--- config.mk ---
export PLATFORM = sky130hd
export DESIGN_NAME = usb_otg_session
export DESIGN_NICKNAME = d
export VERILOG_FILES = /design/src/hw/usb_otg_pkg.sv /design/src/hw/otg_interval_timer.sv /design/src/hw/usb_otg_session.sv
export VERILOG_INCLUDE_DIRS = /design/src /design/src/hw
export SDC_FILE = /design/constraint.sdc
export NUM_CORES = 1
export LEC_CHECK = 0
export ABC_AREA = 0
export BUFFER_PORTS_ARGS = -buffer_cell sky130_fd_sc_hd__buf_2
export CAP_MARGIN = 30
export CORE_MARGIN = 5
export CORE_UTILIZATION = 45
export CTS_CLUSTER_SIZE = 28
export DETAILED_ROUTE_END_ITERATION = 8
export PLACE_DENSITY_LB_ADDON = 0.08
export SYNTH_ARGS = -nofsm -noshare
export SYNTH_HDL_FRONTEND = slang
export SYNTH_HIERARCHICAL = 1
export SYNTH_SLANG_ARGS = --single-unit
--- constraint.sdc ---
create_clock -name aclk -period 19.1 [get_ports aclk]
set_input_delay 1.91 -clock aclk [delete_from_list [all_inputs] [get_ports aclk]]
set_output_delay 1.91 -clock aclk [all_outputs]
set_load 0.1 [all_outputs]
--- src/hw/usb_otg_params.svh ---
// offsets, field positions, reset values and timing counts of the otg session and hs timing block
// assumes an axi4-lite master with 32-bit data and a 125 mhz aclk that is also the usb module clock
`ifndef USB_OTG_PARAMS_SVH
`define USB_OTG_PARAMS_SVH

// ----------------------------------------
// register map
// ----------------------------------------
`define OTG_CTRL_OFS 8'h00
`define TMCON1_OFS 8'h04
`define TMCON2_OFS 8'h08
`define OTG_STAT_OFS 8'h0C
`define SESSION_BIT 0
`define RESUME_DLY_LSB 16
`define CHIRP_TO_LSB 0
`define HS_ADDER_W 4
`define TMCON1_RST 32'h05E6_4074
`define TMCON2_RST 32'h0000_0000
`define AXI_OKAY 2'b00
`define AXI_SLVERR 2'b10

// ----------------------------------------
// timing
// ----------------------------------------
`define CLK_MHZ 125
`define CHIRP_MULT 4
`define HS_MIN_BITS 736
`define HS_STEP_BITS 64
`define HS_STEP_NS 133

`endif

--- src/hw/usb_otg_pkg.sv ---
// types used by the otg session block for register select and state
// assumes the params header for field widths
package usb_otg_pkg;

    typedef enum logic [2:0] {
        sel_none = 3'b000,
        sel_ctrl = 3'b001,
        sel_tm1 = 3'b011,
        sel_tm2 = 3'b010,
        sel_stat = 3'b110
    } reg_sel_e;

    typedef struct packed {
        logic awready;
        logic wready;
        logic aw_hold;
        logic [7:0] aw_addr;
        logic w_hold;
        logic [31:0] w_data;
        logic [3:0] w_strb;
        logic bvalid;
        logic [1:0] bresp;
        logic arready;
        logic rvalid;
        logic [31:0] rdata;
        logic [1:0] rresp;
        logic session_a;
        logic srp_pulse;
        logic disc_pulse;
        logic normal_en;
        logic [15:0] resume_dly;
        logic [15:0] chirp_to;
        logic [3:0] hs_adder;
    } otg_state_s;

endpackage

--- src/hw/otg_interval_timer.sv ---
// interval timer: counts clock cycles from a start pulse up to a limit
// assumes start and stop are one-cycle pulses synchronous to aclk
`timescale 1ns/10ps
module otg_interval_timer #(
    parameter int WIDTH = 18
) (
    input wire logic aclk,
    input wire logic aresetn,
    input wire logic start,
    input wire logic stop,
    input wire logic [WIDTH-1:0] limit,
    output logic expired,
    output logic running
);

    typedef struct packed {
        logic [WIDTH-1:0] count;
        logic running;
        logic expired;
    } timer_state_s;

    timer_state_s st_reg;
    timer_state_s st_next;

    // ----------------------------------------
    // counting
    // ----------------------------------------
    always_comb begin
        st_next = st_reg;
        st_next.expired = 1'b0;
        if (start) begin
            st_next.count = '0;
            st_next.running = 1'b1;
        end else if (stop) begin
            st_next.running = 1'b0;
        end else if (st_reg.running) begin
            // a zero limit behaves as one cycle so the timer never hangs
            if ((st_reg.count + 1'b1) >= limit) begin
                st_next.expired = 1'b1;
                st_next.running = 1'b0;
            end else begin
                st_next.count = st_reg.count + 1'b1;
            end
        end
    end

    always_ff @(posedge aclk) begin
        if (!aresetn) begin
            st_reg <= '0;
        end else begin
            st_reg <= st_next;
        end
    end

    assign expired = st_reg.expired;
    assign running = st_reg.running;
endmodule

--- src/hw/usb_otg_session.sv ---
// otg session control and hs timing registers behind an axi4-lite slave
// assumes usb core status inputs are synchronous to aclk; aclk is the usb module clock
//
// Added by the designer: the AXI4-Lite interface to the registers and the address map.
`timescale 1ns/10ps
`include "usb_otg_params.svh"
module usb_otg_session #(
    parameter int ADDR_W = 8
) (
    input wire logic aclk,
    input wire logic aresetn,
    input wire logic [ADDR_W-1:0] awaddr,
    input wire logic awvalid,
    output logic awready,
    input wire logic [31:0] wdata,
    input wire logic [3:0] wstrb,
    input wire logic wvalid,
    output logic wready,
    output logic [1:0] bresp,
    output logic bvalid,
    input wire logic bready,
    input wire logic [ADDR_W-1:0] araddr,
    input wire logic arvalid,
    output logic arready,
    output logic [31:0] rdata,
    output logic [1:0] rresp,
    output logic rvalid,
    input wire logic rready,
    input wire logic role_is_a,
    input wire logic host_mode,
    input wire logic module_suspended,
    input wire logic session_in_progress,
    input wire logic hs_resume_end,
    input wire logic chirp_begin,
    input wire logic chirp_end,
    input wire logic hs_wait_begin,
    input wire logic hs_wait_end,
    output logic session_drive,
    output logic srp_start,
    output logic soft_disconnect,
    output logic transceiver_normal_en,
    output logic chirp_timeout,
    output logic hs_timeout,
    output logic [17:0] chirp_limit_o,
    output logic [17:0] hs_limit_o
);

    usb_otg_pkg::otg_state_s st_reg;
    usb_otg_pkg::otg_state_s st_next;
    usb_otg_pkg::reg_sel_e wr_sel;
    usb_otg_pkg::reg_sel_e rd_sel;
    logic aw_take;
    logic w_take;
    logic ar_take;
    logic wfire;
    logic resume_start;
    logic resume_expired;
    logic chirp_running;
    logic hs_running;
    logic [17:0] chirp_limit;
    logic [17:0] hs_limit;

    // ----------------------------------------
    // helpers
    // ----------------------------------------
    function automatic usb_otg_pkg::reg_sel_e reg_decode(input logic [ADDR_W-1:0] addr);
        logic [7:0] a;
        a = 8'(addr);
        case (a)
            `OTG_CTRL_OFS: reg_decode = usb_otg_pkg::sel_ctrl;
            `TMCON1_OFS: reg_decode = usb_otg_pkg::sel_tm1;
            `TMCON2_OFS: reg_decode = usb_otg_pkg::sel_tm2;
            `OTG_STAT_OFS: reg_decode = usb_otg_pkg::sel_stat;
            default: reg_decode = usb_otg_pkg::sel_none;
        endcase
    endfunction

    function automatic logic [31:0] merge(input logic [31:0] old, input logic [31:0] nw, input logic [3:0] strb);
        logic [31:0] res;
        res = old;
        for (int i = 0; i < 4; i++) begin
            if (strb[i]) begin
                res[i*8 +: 8] = nw[i*8 +: 8];
            end
        end
        return res;
    endfunction

    // rounds up: the timeout is a least time
    function automatic logic [17:0] hs_cycles(input logic [3:0] adder);
        int unsigned bit_ns;
        int unsigned den;
        bit_ns = (`HS_MIN_BITS + `HS_STEP_BITS * int'(adder)) * `HS_STEP_NS;
        den = `HS_STEP_BITS * 1000;
        return 18'((bit_ns * `CLK_MHZ + den - 1) / den);
    endfunction

    assign chirp_limit = {st_reg.chirp_to, 2'b00};
    assign hs_limit = hs_cycles(st_reg.hs_adder);
    assign resume_start = hs_resume_end & host_mode;

    // ----------------------------------------
    // register file and bus slave
    // ----------------------------------------
    always_comb begin
        logic [31:0] tm;
        tm = '0;
        st_next = st_reg;
        st_next.srp_pulse = 1'b0;
        st_next.disc_pulse = 1'b0;
        aw_take = awvalid & st_reg.awready;
        w_take = wvalid & st_reg.wready;
        ar_take = arvalid & st_reg.arready;
        if (aw_take) begin
            st_next.aw_hold = 1'b1;
            st_next.aw_addr = 8'(awaddr);
        end
        if (w_take) begin
            st_next.w_hold = 1'b1;
            st_next.w_data = wdata;
            st_next.w_strb = wstrb;
        end
        if (st_reg.bvalid && bready) begin
            st_next.bvalid = 1'b0;
        end
        wfire = st_next.aw_hold & st_next.w_hold & ~st_reg.bvalid;
        wr_sel = reg_decode(ADDR_W'(st_next.aw_addr));
        if (wfire) begin
            st_next.aw_hold = 1'b0;
            st_next.w_hold = 1'b0;
            st_next.bvalid = 1'b1;
            st_next.bresp = `AXI_OKAY;
            case (wr_sel)
                usb_otg_pkg::sel_ctrl: begin
                    if (st_next.w_strb[0]) begin
                        if (role_is_a) begin
                            st_next.session_a = st_next.w_data[`SESSION_BIT];
                        end else if (st_next.w_data[`SESSION_BIT]) begin
                            st_next.srp_pulse = 1'b1;
                        end else if (module_suspended) begin
                            // clear while awake is left without effect
                            st_next.disc_pulse = 1'b1;
                        end
                    end
                end
                usb_otg_pkg::sel_tm1: begin
                    tm = merge({st_reg.resume_dly, st_reg.chirp_to}, st_next.w_data, st_next.w_strb);
                    st_next.resume_dly = tm[31:16];
                    st_next.chirp_to = tm[15:0];
                end
                usb_otg_pkg::sel_tm2: begin
                    tm = merge({28'h000_0000, st_reg.hs_adder}, st_next.w_data, st_next.w_strb);
                    st_next.hs_adder = tm[3:0];
                end
                usb_otg_pkg::sel_stat: begin
                end
                default: begin
                    st_next.bresp = `AXI_SLVERR;
                end
            endcase
        end
        st_next.awready = ~st_next.aw_hold & ~st_next.bvalid;
        st_next.wready = ~st_next.w_hold & ~st_next.bvalid;
        if (st_reg.rvalid && rready) begin
            st_next.rvalid = 1'b0;
        end
        rd_sel = reg_decode(araddr);
        if (ar_take) begin
            st_next.rvalid = 1'b1;
            st_next.rresp = `AXI_OKAY;
            st_next.rdata = '0;
            case (rd_sel)
                usb_otg_pkg::sel_ctrl: begin
                    st_next.rdata[`SESSION_BIT] = role_is_a ? st_reg.session_a : session_in_progress;
                end
                usb_otg_pkg::sel_tm1: begin
                    st_next.rdata = {st_reg.resume_dly, st_reg.chirp_to};
                end
                usb_otg_pkg::sel_tm2: begin
                    st_next.rdata = {28'h000_0000, st_reg.hs_adder};
                end
                usb_otg_pkg::sel_stat: begin
                    st_next.rdata[4:0] = {st_reg.normal_en, hs_running, chirp_running, module_suspended, role_is_a};
                end
                default: begin
                    st_next.rresp = `AXI_SLVERR;
                end
            endcase
        end
        st_next.arready = ~st_next.rvalid;
        // a new resume end restarts the wait even if the old one just ran out
        if (resume_start) begin
            st_next.normal_en = 1'b0;
        end else if (resume_expired) begin
            st_next.normal_en = 1'b1;
        end
    end

    always_ff @(posedge aclk) begin
        if (!aresetn) begin
            st_reg <= '0;
            st_reg.resume_dly <= 16'(`TMCON1_RST >> `RESUME_DLY_LSB);
            st_reg.chirp_to <= 16'(`TMCON1_RST >> `CHIRP_TO_LSB);
            st_reg.hs_adder <= `HS_ADDER_W'(`TMCON2_RST);
            st_reg.normal_en <= 1'b1;
        end else begin
            st_reg <= st_next;
        end
    end

    // ----------------------------------------
    // interval timers
    // ----------------------------------------
    otg_interval_timer #(.WIDTH(18)) resume_timer (
        .aclk(aclk),
        .aresetn(aresetn),
        .start(resume_start),
        .stop(1'b0),
        .limit({2'b00, st_reg.resume_dly}),
        .expired(resume_expired),
        .running()
    );

    otg_interval_timer #(.WIDTH(18)) chirp_timer (
        .aclk(aclk),
        .aresetn(aresetn),
        .start(chirp_begin),
        .stop(chirp_end),
        .limit(chirp_limit),
        .expired(chirp_timeout),
        .running(chirp_running)
    );

    otg_interval_timer #(.WIDTH(18)) hs_timer (
        .aclk(aclk),
        .aresetn(aresetn),
        .start(hs_wait_begin),
        .stop(hs_wait_end),
        .limit(hs_limit),
        .expired(hs_timeout),
        .running(hs_running)
    );

    // limits kept in flops so the outputs stay registered
    always_ff @(posedge aclk) begin
        if (!aresetn) begin
            chirp_limit_o <= '0;
            hs_limit_o <= '0;
        end else begin
            chirp_limit_o <= chirp_limit;
            hs_limit_o <= hs_limit;
        end
    end

    assign awready = st_reg.awready;
    assign wready = st_reg.wready;
    assign bvalid = st_reg.bvalid;
    assign bresp = st_reg.bresp;
    assign arready = st_reg.arready;
    assign rvalid = st_reg.rvalid;
    assign rdata = st_reg.rdata;
    assign rresp = st_reg.rresp;
    assign session_drive = st_reg.session_a;
    assign srp_start = st_reg.srp_pulse;
    assign soft_disconnect = st_reg.disc_pulse;
    assign transceiver_normal_en = st_reg.normal_en;
endmodule
### Word-level counts from Yosys, hierarchy flattened

Index checks and enable logic that the tools add are counted.

| storage, ports and cells | value |
|---|---|
| bits in registers | 223 |
| output and inout port bits | 83 |
| word-level logic and storage cells | 142 |

| cells by class | value |
|---|---|
| add/sub/neg operators | 6 |
| $mul | 2 |
| divide/modulo/power cells | 1 |
| $lt $le $gt $ge | 3 |
| eq/ne operators | 14 |
| multiplexer cells | 33 |
| bitwise gates (word level) | 25 |
| reduce and logical (&&, ||, !) cells | 24 |

Operator list:

| operator | count |
|---|---|
| 18-bit by 1-bit adder with 18-bit output (second input constant) | 3 |
| 20-bit 2-to-1 mux | 2 |
| 37-bit 2-to-1 mux | 1 |
| 18-bit greater-or-equal comparator | 2 |
| 18-bit 2-to-1 mux | 2 |
| 35-bit 2-to-1 mux | 1 |
| 32-bit by 16-bit divider with 32-bit output (second input constant) | 1 |
| 8-bit by 4-bit equality test with 1-bit output (second input constant) | 4 |
| 27-bit by 1-bit subtractor with 28-bit output (second input constant) | 1 |
| 26-bit by 16-bit adder with 27-bit output (second input constant) | 1 |
| 27-bit 2-to-1 mux | 1 |
| 19-bit by 7-bit multiplier with 26-bit output (second input constant) | 1 |
| 3-bit case mux with 4 select lines | 2 |
| 3-bit AND reduction | 7 |
| 11-bit by 8-bit multiplier with 19-bit output (second input constant) | 1 |
| 18-bit by 16-bit greater-or-equal comparator with 1-bit output | 1 |
| 1-bit NOT | 17 |
| 8-bit by 3-bit equality test with 1-bit output (second input constant) | 2 |
| 8-bit logical NOT | 2 |
| 4-bit OR reduction | 4 |
| 1-bit 2-to-1 mux | 14 |
| 3-bit by 2-bit equality test with 1-bit output (second input constant) | 4 |
| 2-bit 2-to-1 mux | 6 |
| 4-bit case mux with 3 select lines | 1 |
| other kinds (15) | 27 |

### Longest topological paths before layout

| depth | value |
|---|---|
| depth in word-level cells | 11 |
| gate-level depth with buffers | 78 |

### Modules after synthesis

Netlist, hierarchy kept.

Modules (own cells, without submodules):

| module | times used | cells an instance | area an instance (um2) | sequential area each (um2) |
|---|---|---|---|---|
| usb_otg_session | 1 | 1465 | 12331.8 | 3163.0 |
| otg_interval_timer | 3 | 197 | 1612.8 | 400.4 |

### Worst setup path after synthesis

No wires, ideal clock.

| timing | value |
|---|---|
| kind | register to register |
| from | register st_reg[0] (netlist name) |
| to | register hs_timer/st_reg[12] (netlist name) |
| library setup time | 0.070 ns |
| data arrival time | 16.351 ns |
| data required time | 19.030 ns |
| slack | 2.679 ns |
| cell stages (with the launch flop) | 75 |
| period minus slack after synthesis | 16.421 ns |
| cell sequence | dfxtp_1 buf_4 inv_1 ha_1 buf_2 inv_1 ha_1 ha_1 ha_1 inv_1 fa_1 nor2b_1 o21ai_0 nand2b_1 xor2_1 xnor2_1 inv_1 ha_1 (+39 left out) o31a_1 buf_4 o211ai_4 o22a_1 a21o_1 buf_6 or4_1 a31oi_1 and3_1 a22o_1 ha_1 nand2b_1 a21oi_1 o221a_2 o21ai_2 clkbuf_1 or4_1 a21oi_1 |

| between the ends | value |
|---|---|
| longest elaborated chain between the ends | 9 |

RTL lines:

| element | line | RTL |
|---|---|---|
| from (decl) | usb_otg_session.sv:48 | `usb_otg_pkg::otg_state_s st_reg;` |
| from (signal assigned) | usb_otg_session.sv:207 | `st_reg <= st_next;` |
| 10-bit by 10-bit adder with 11-bit output (no line) | -- |  |
| 11-bit by 8-bit multiplier with 19-bit output (no line) | -- |  |
| 19-bit by 7-bit multiplier with 26-bit output (no line) | -- |  |
| 26-bit by 16-bit adder with 27-bit output | usb_otg_session.sv:95 | `` return 18'((bit_ns * `CLK_MHZ + den - 1) / den); `` |
| 27-bit by 1-bit subtractor with 28-bit output | usb_otg_session.sv:95 |  |
| 32-bit by 16-bit divider with 32-bit output | usb_otg_session.sv:95 |  |
| net hs_limit[0] | usb_otg_session.sv:61 | `logic [17:0] hs_limit;` |
| 18-bit greater-or-equal comparator | otg_interval_timer.sv:38 | `if ((st_reg.count + 1'b1) >= limit) begin` |
| 1-bit NOT (no line) | -- |  |
| 3-bit AND reduction (no line) | -- |  |
| to (signal assigned) | otg_interval_timer.sv:51 | `st_reg <= st_next;` |
| to (decl) | otg_interval_timer.sv:22 | `timer_state_s st_reg;` |

The timed path passes the listed nets, and every way through them passes these cells.
A chain may end at the register's enable or synchronous reset.

### Worst setup path after layout

| timing | value |
|---|---|
| from | register st_reg[0] (netlist name) |
| to | register hs_timer/st_reg[5] (netlist name) |

Same word-level chain as after synthesis.

==> impl.org <==
** Clocking
- The number of hold buffers added after CTS was 0.
- Total clock buffers created by CTS :: 26
- Clock sinks :: 218
- TritonCTS built the clock tree.
- Clk_lat worst skew :: 0.54 ns
- The clock passes through at most 3 buffers.
- In this run the number of H-tree levels came out at 1.
- The tree is rooted in a clkbuf_16.
- After clock tree synthesis, the clock-pin slew on the worst setup and hold paths is 0.06 ns.

** Drt
- Vias after detailed routing :: 15,170
- The first TritonRoute pass finished after 6 iterations.
- In the routed design, unresolved DRC markers number 0.
- In the routed layout, each cell is associated on average with a via count of 5.689.
- Initial DRC Count :: 977
- Once detail routing completed, the nets flagged for antenna violations numbered 0.
- For this block, the routed nets add up to 47,910 µm of wire.
- Dividing the detail-routed wire length by the instance count gives 17.97 µm.

** Synthesis
- For this run, the register share of the synthesized area comes to 0.2542.
- Unique cell type count in the Yosys netlist :: 126
- After synthesis, the mean cell area works out to 8.351 µm².
- Synth Register Bits :: 218
- The cell count after synthesis came out at 2,056.
- Counting flops with a built-in enable in the synthesized netlist gives 0.
- After synthesis, the share of flip-flops with an asynchronous set or reset is 0.
- For this run, the leading register cell type out of synthesis is dfxtp_1.
- Post-synthesis instance area :: 17,170 µm²
- Yosys warns :: 6

** Critical path
- Most frequent cell on the critical path :: ha_1
- Required time of the critical path :: 19.54 ns
- Critical Path AT :: 18.37 ns
- Critical setup path kind :: flip-flop to flip-flop
- Type of element capturing the critical path :: flip-flop
- In this run the worst path has a maximum fanout of 33.
- Slowest CP cell :: or4_1
- The worst setup path is launched from a flip-flop.
- Worst reg2reg path depth :: 64
- Worst path max stage delay :: 0.69 ns

** Final layout
- Fill cells in the final layout number 3,709.
- Total number of nets in the final design :: 2,366
- Non-filler instance count after layout :: 2,666
- The area growth from synthesis to layout is 10.73%.
- Share of final-layout standard cells stronger than drive strength 1 :: 0.1521
- Number of flip-flops in the largest register :: 66

** Die
- The die is 205.3 µm wide.
- The die covers 42,160 µm².
- Number of placement rows :: 71
- For this configuration, the core starts out at a cell density of 0.4559.
- The total area inside the core boundary comes to 37,670 µm².
- The floorplan step set the die height to 205.3 µm.
- In this run the count of I/O pins placed on the die edge is 151.

** GRT
- First-pass GRT wire length :: 76,330 µm
- The number of antenna violations at the first check in global routing is 4.
- Number of global-route vias before repair :: 14,320
- Entering global routing, the biggest net connects 65 pins.
- Global routing usage summed across all routing layers :: 0.2183
- Summed over all layers, the global routing overflow is 0.

** Hold path
- Counting instances, the worst hold path has a depth of 1.
- Class of the tightest hold or removal check :: flip-flop to flip-flop

** STA
- Highest Clock Rate :: 55.77 MHz
- Final count of hold timing violations :: 0
- Number of pins with negative max-slew slack in the final report :: 0
- In this run the tightest slew margin relative to its limit is 0.3430.
- The clock period could shrink to 17.93 ns.
- Between clock sinks in the finished design, the worst skew comes to 0.01664 ns.
- Count of endpoints failing setup in the final report :: 0
- In the finished design, the share of the clock period the worst path needs comes to 0.9388.
- At the pin with the least slew margin, the transition time is 0.9818 ns.

** Place
- Once placement completed, the tool counted placed cells totaling 2,611.
- Port bufs :: 145
- The congestion estimate from routability-driven global placement came to 0.8952.
- The wire-length estimate of the detail-placed layout is 36,510 µm.

** Job
- Count of maximum capacitance violations :: 0

** Outcome
- The run finished with clean final reports.
[path summary, 6_finish.rpt]
kind / startpoint / to / slack, ns
worst max register to register: st_reg[0] / hs_timer/st_reg[5] / 1.17
worst max-delay path: st_reg[0] / hs_timer/st_reg[5] / 1.17
worst min-delay path: st_reg[115] / wready / 0.43
worst min register to register: st_reg[115] / wready / 0.43
[cell usage after synthesis, types with 42 or more instances]
master      n  area share
nand2_1   139       0.030
clkbuf_1   51       0.011
nand3_1    42       0.012
inv_1     166       0.036
dfxtp_1   218        0.25
o21ai_0    64       0.019
ha_1      129       0.094
buf_4      48       0.021
a21oi_1   144       0.042
or4_1      46       0.020
o31ai_1    44       0.019
mux2i_1    52       0.030
nor2_1    178       0.039
xnor2_1    79       0.040
[cell families after synthesis]
| family | count (synthesis) | share of synthesized area |
|---|---|---|
| AOI/OAI and AO/OA | 521 | 0.2171 |
| other | 1 | 0.0002184 |
| buffers and inverters | 298 | 0.08016 |
| DFF | 218 | 0.2542 |
| and+or+nand+nor | 670 | 0.2066 |
| muxes | 68 | 0.04299 |
| adders and majority gates | 173 | 0.1425 |
| xor gates and xnor gates | 107 | 0.05633 |
[worst max-delay path: cells and delay by family, from the launching register on]
family                   cells  cell delay [ns]
AND/OR/NAND/NOR             14             4.24
AO/OA/AOI/OAI               26             6.50
XOR/XNOR                     5             1.55
adder cells (fa/ha/maj)      9             3.44
flip-flops                   1             0.31
buffers and inverters        8             0.89
multiplexers                 2             0.87
[per-stage QoR]
step | setup TNS (ns) | cell area, µm² | hold WS, ns | worst slack [ns] | util
final | 0 | 19010 | 0.4262 | 1.169 | 0.5048
after global routing | -0.009504 | 19010 | 0.4373 | -0.009504 | 0.5047
after CTS | 0 | 18880 | 0.4260 | 0.3984 | 0.5014
after detailed placement | 0 | 18000 | 0.4170 | 0.4300 | 0.4778
after global placement | 0 | 17940 | 0.4071 | 1.022 | 0.4762
after floorplan | 0 | 17210 | 0.4003 | 2.679 | -
[per-layer routing]
layer | global-route usage | wire, µm | share of wire | vias to the layer above
li1 | - | - | - | 7522
met1 | 0.3175 | 23050 | 0.48 | 7184
met2 | 0.3488 | 21460 | 0.45 | 398
met3 | 0.02254 | 2143 | 0.045 | 62
met4 | 0.05311 | 1246 | 0.026 | 0
met5 | 0 | 0 | 0 | -
[layout make-up]
| class | instances | area [µm²] | share of cell area |
|---|---|---|---|
| antenna | 5 | 12.51 | 0.0006581 |
| sequential | 218 | 4364 | 0.2295 |
| inverter | 168 | 633.1 | 0.03330 |
| tap | 511 | 639.4 | 0.03363 |
| timing repair buffer | 166 | 905.9 | 0.04765 |
| multi-input combinational | 1550 | 11570 | 0.6085 |
| clock inverter | 12 | 128.9 | 0.006779 |
| clock buffer | 36 | 759.5 | 0.03995 |
[timing repair]
item,in CTS,in global routing
setup endpoints to repair,0,20
setup buffers,0,2
gates resized for setup,0,18
endpoints found under the hold margin,0,0
[placed cells by master (no fill, tap or decap), drive strengths merged, types with 7 or more instances in the layout]
master  instances
a22o            8
inv           168
o22ai           7
o211ai         14
xnor2          81
fa             39
nand3          49
and3           22
mux2i          54
nor3           40
nand2b         19
ha            129
o21ai          81
a31oi          21
a21o           18
or3            12
clkinv          8
conb           11
nand4b         13
nand4          26
nor2b          17
clkbuf         36
a22oi          33
xor2           26
a211oi         22
or2            22
buf           166
o221ai          7
or4            46
o21a            9
and2           42
dfxtp         218
nand2         142
nor4           14
nor3b           7
o31ai          46
o41ai          14
mux2           13
nor2          185
a21oi         149
Power is not shown: default switching activity piles up to over one toggle a cycle in this logic, so the estimate is an artifact.
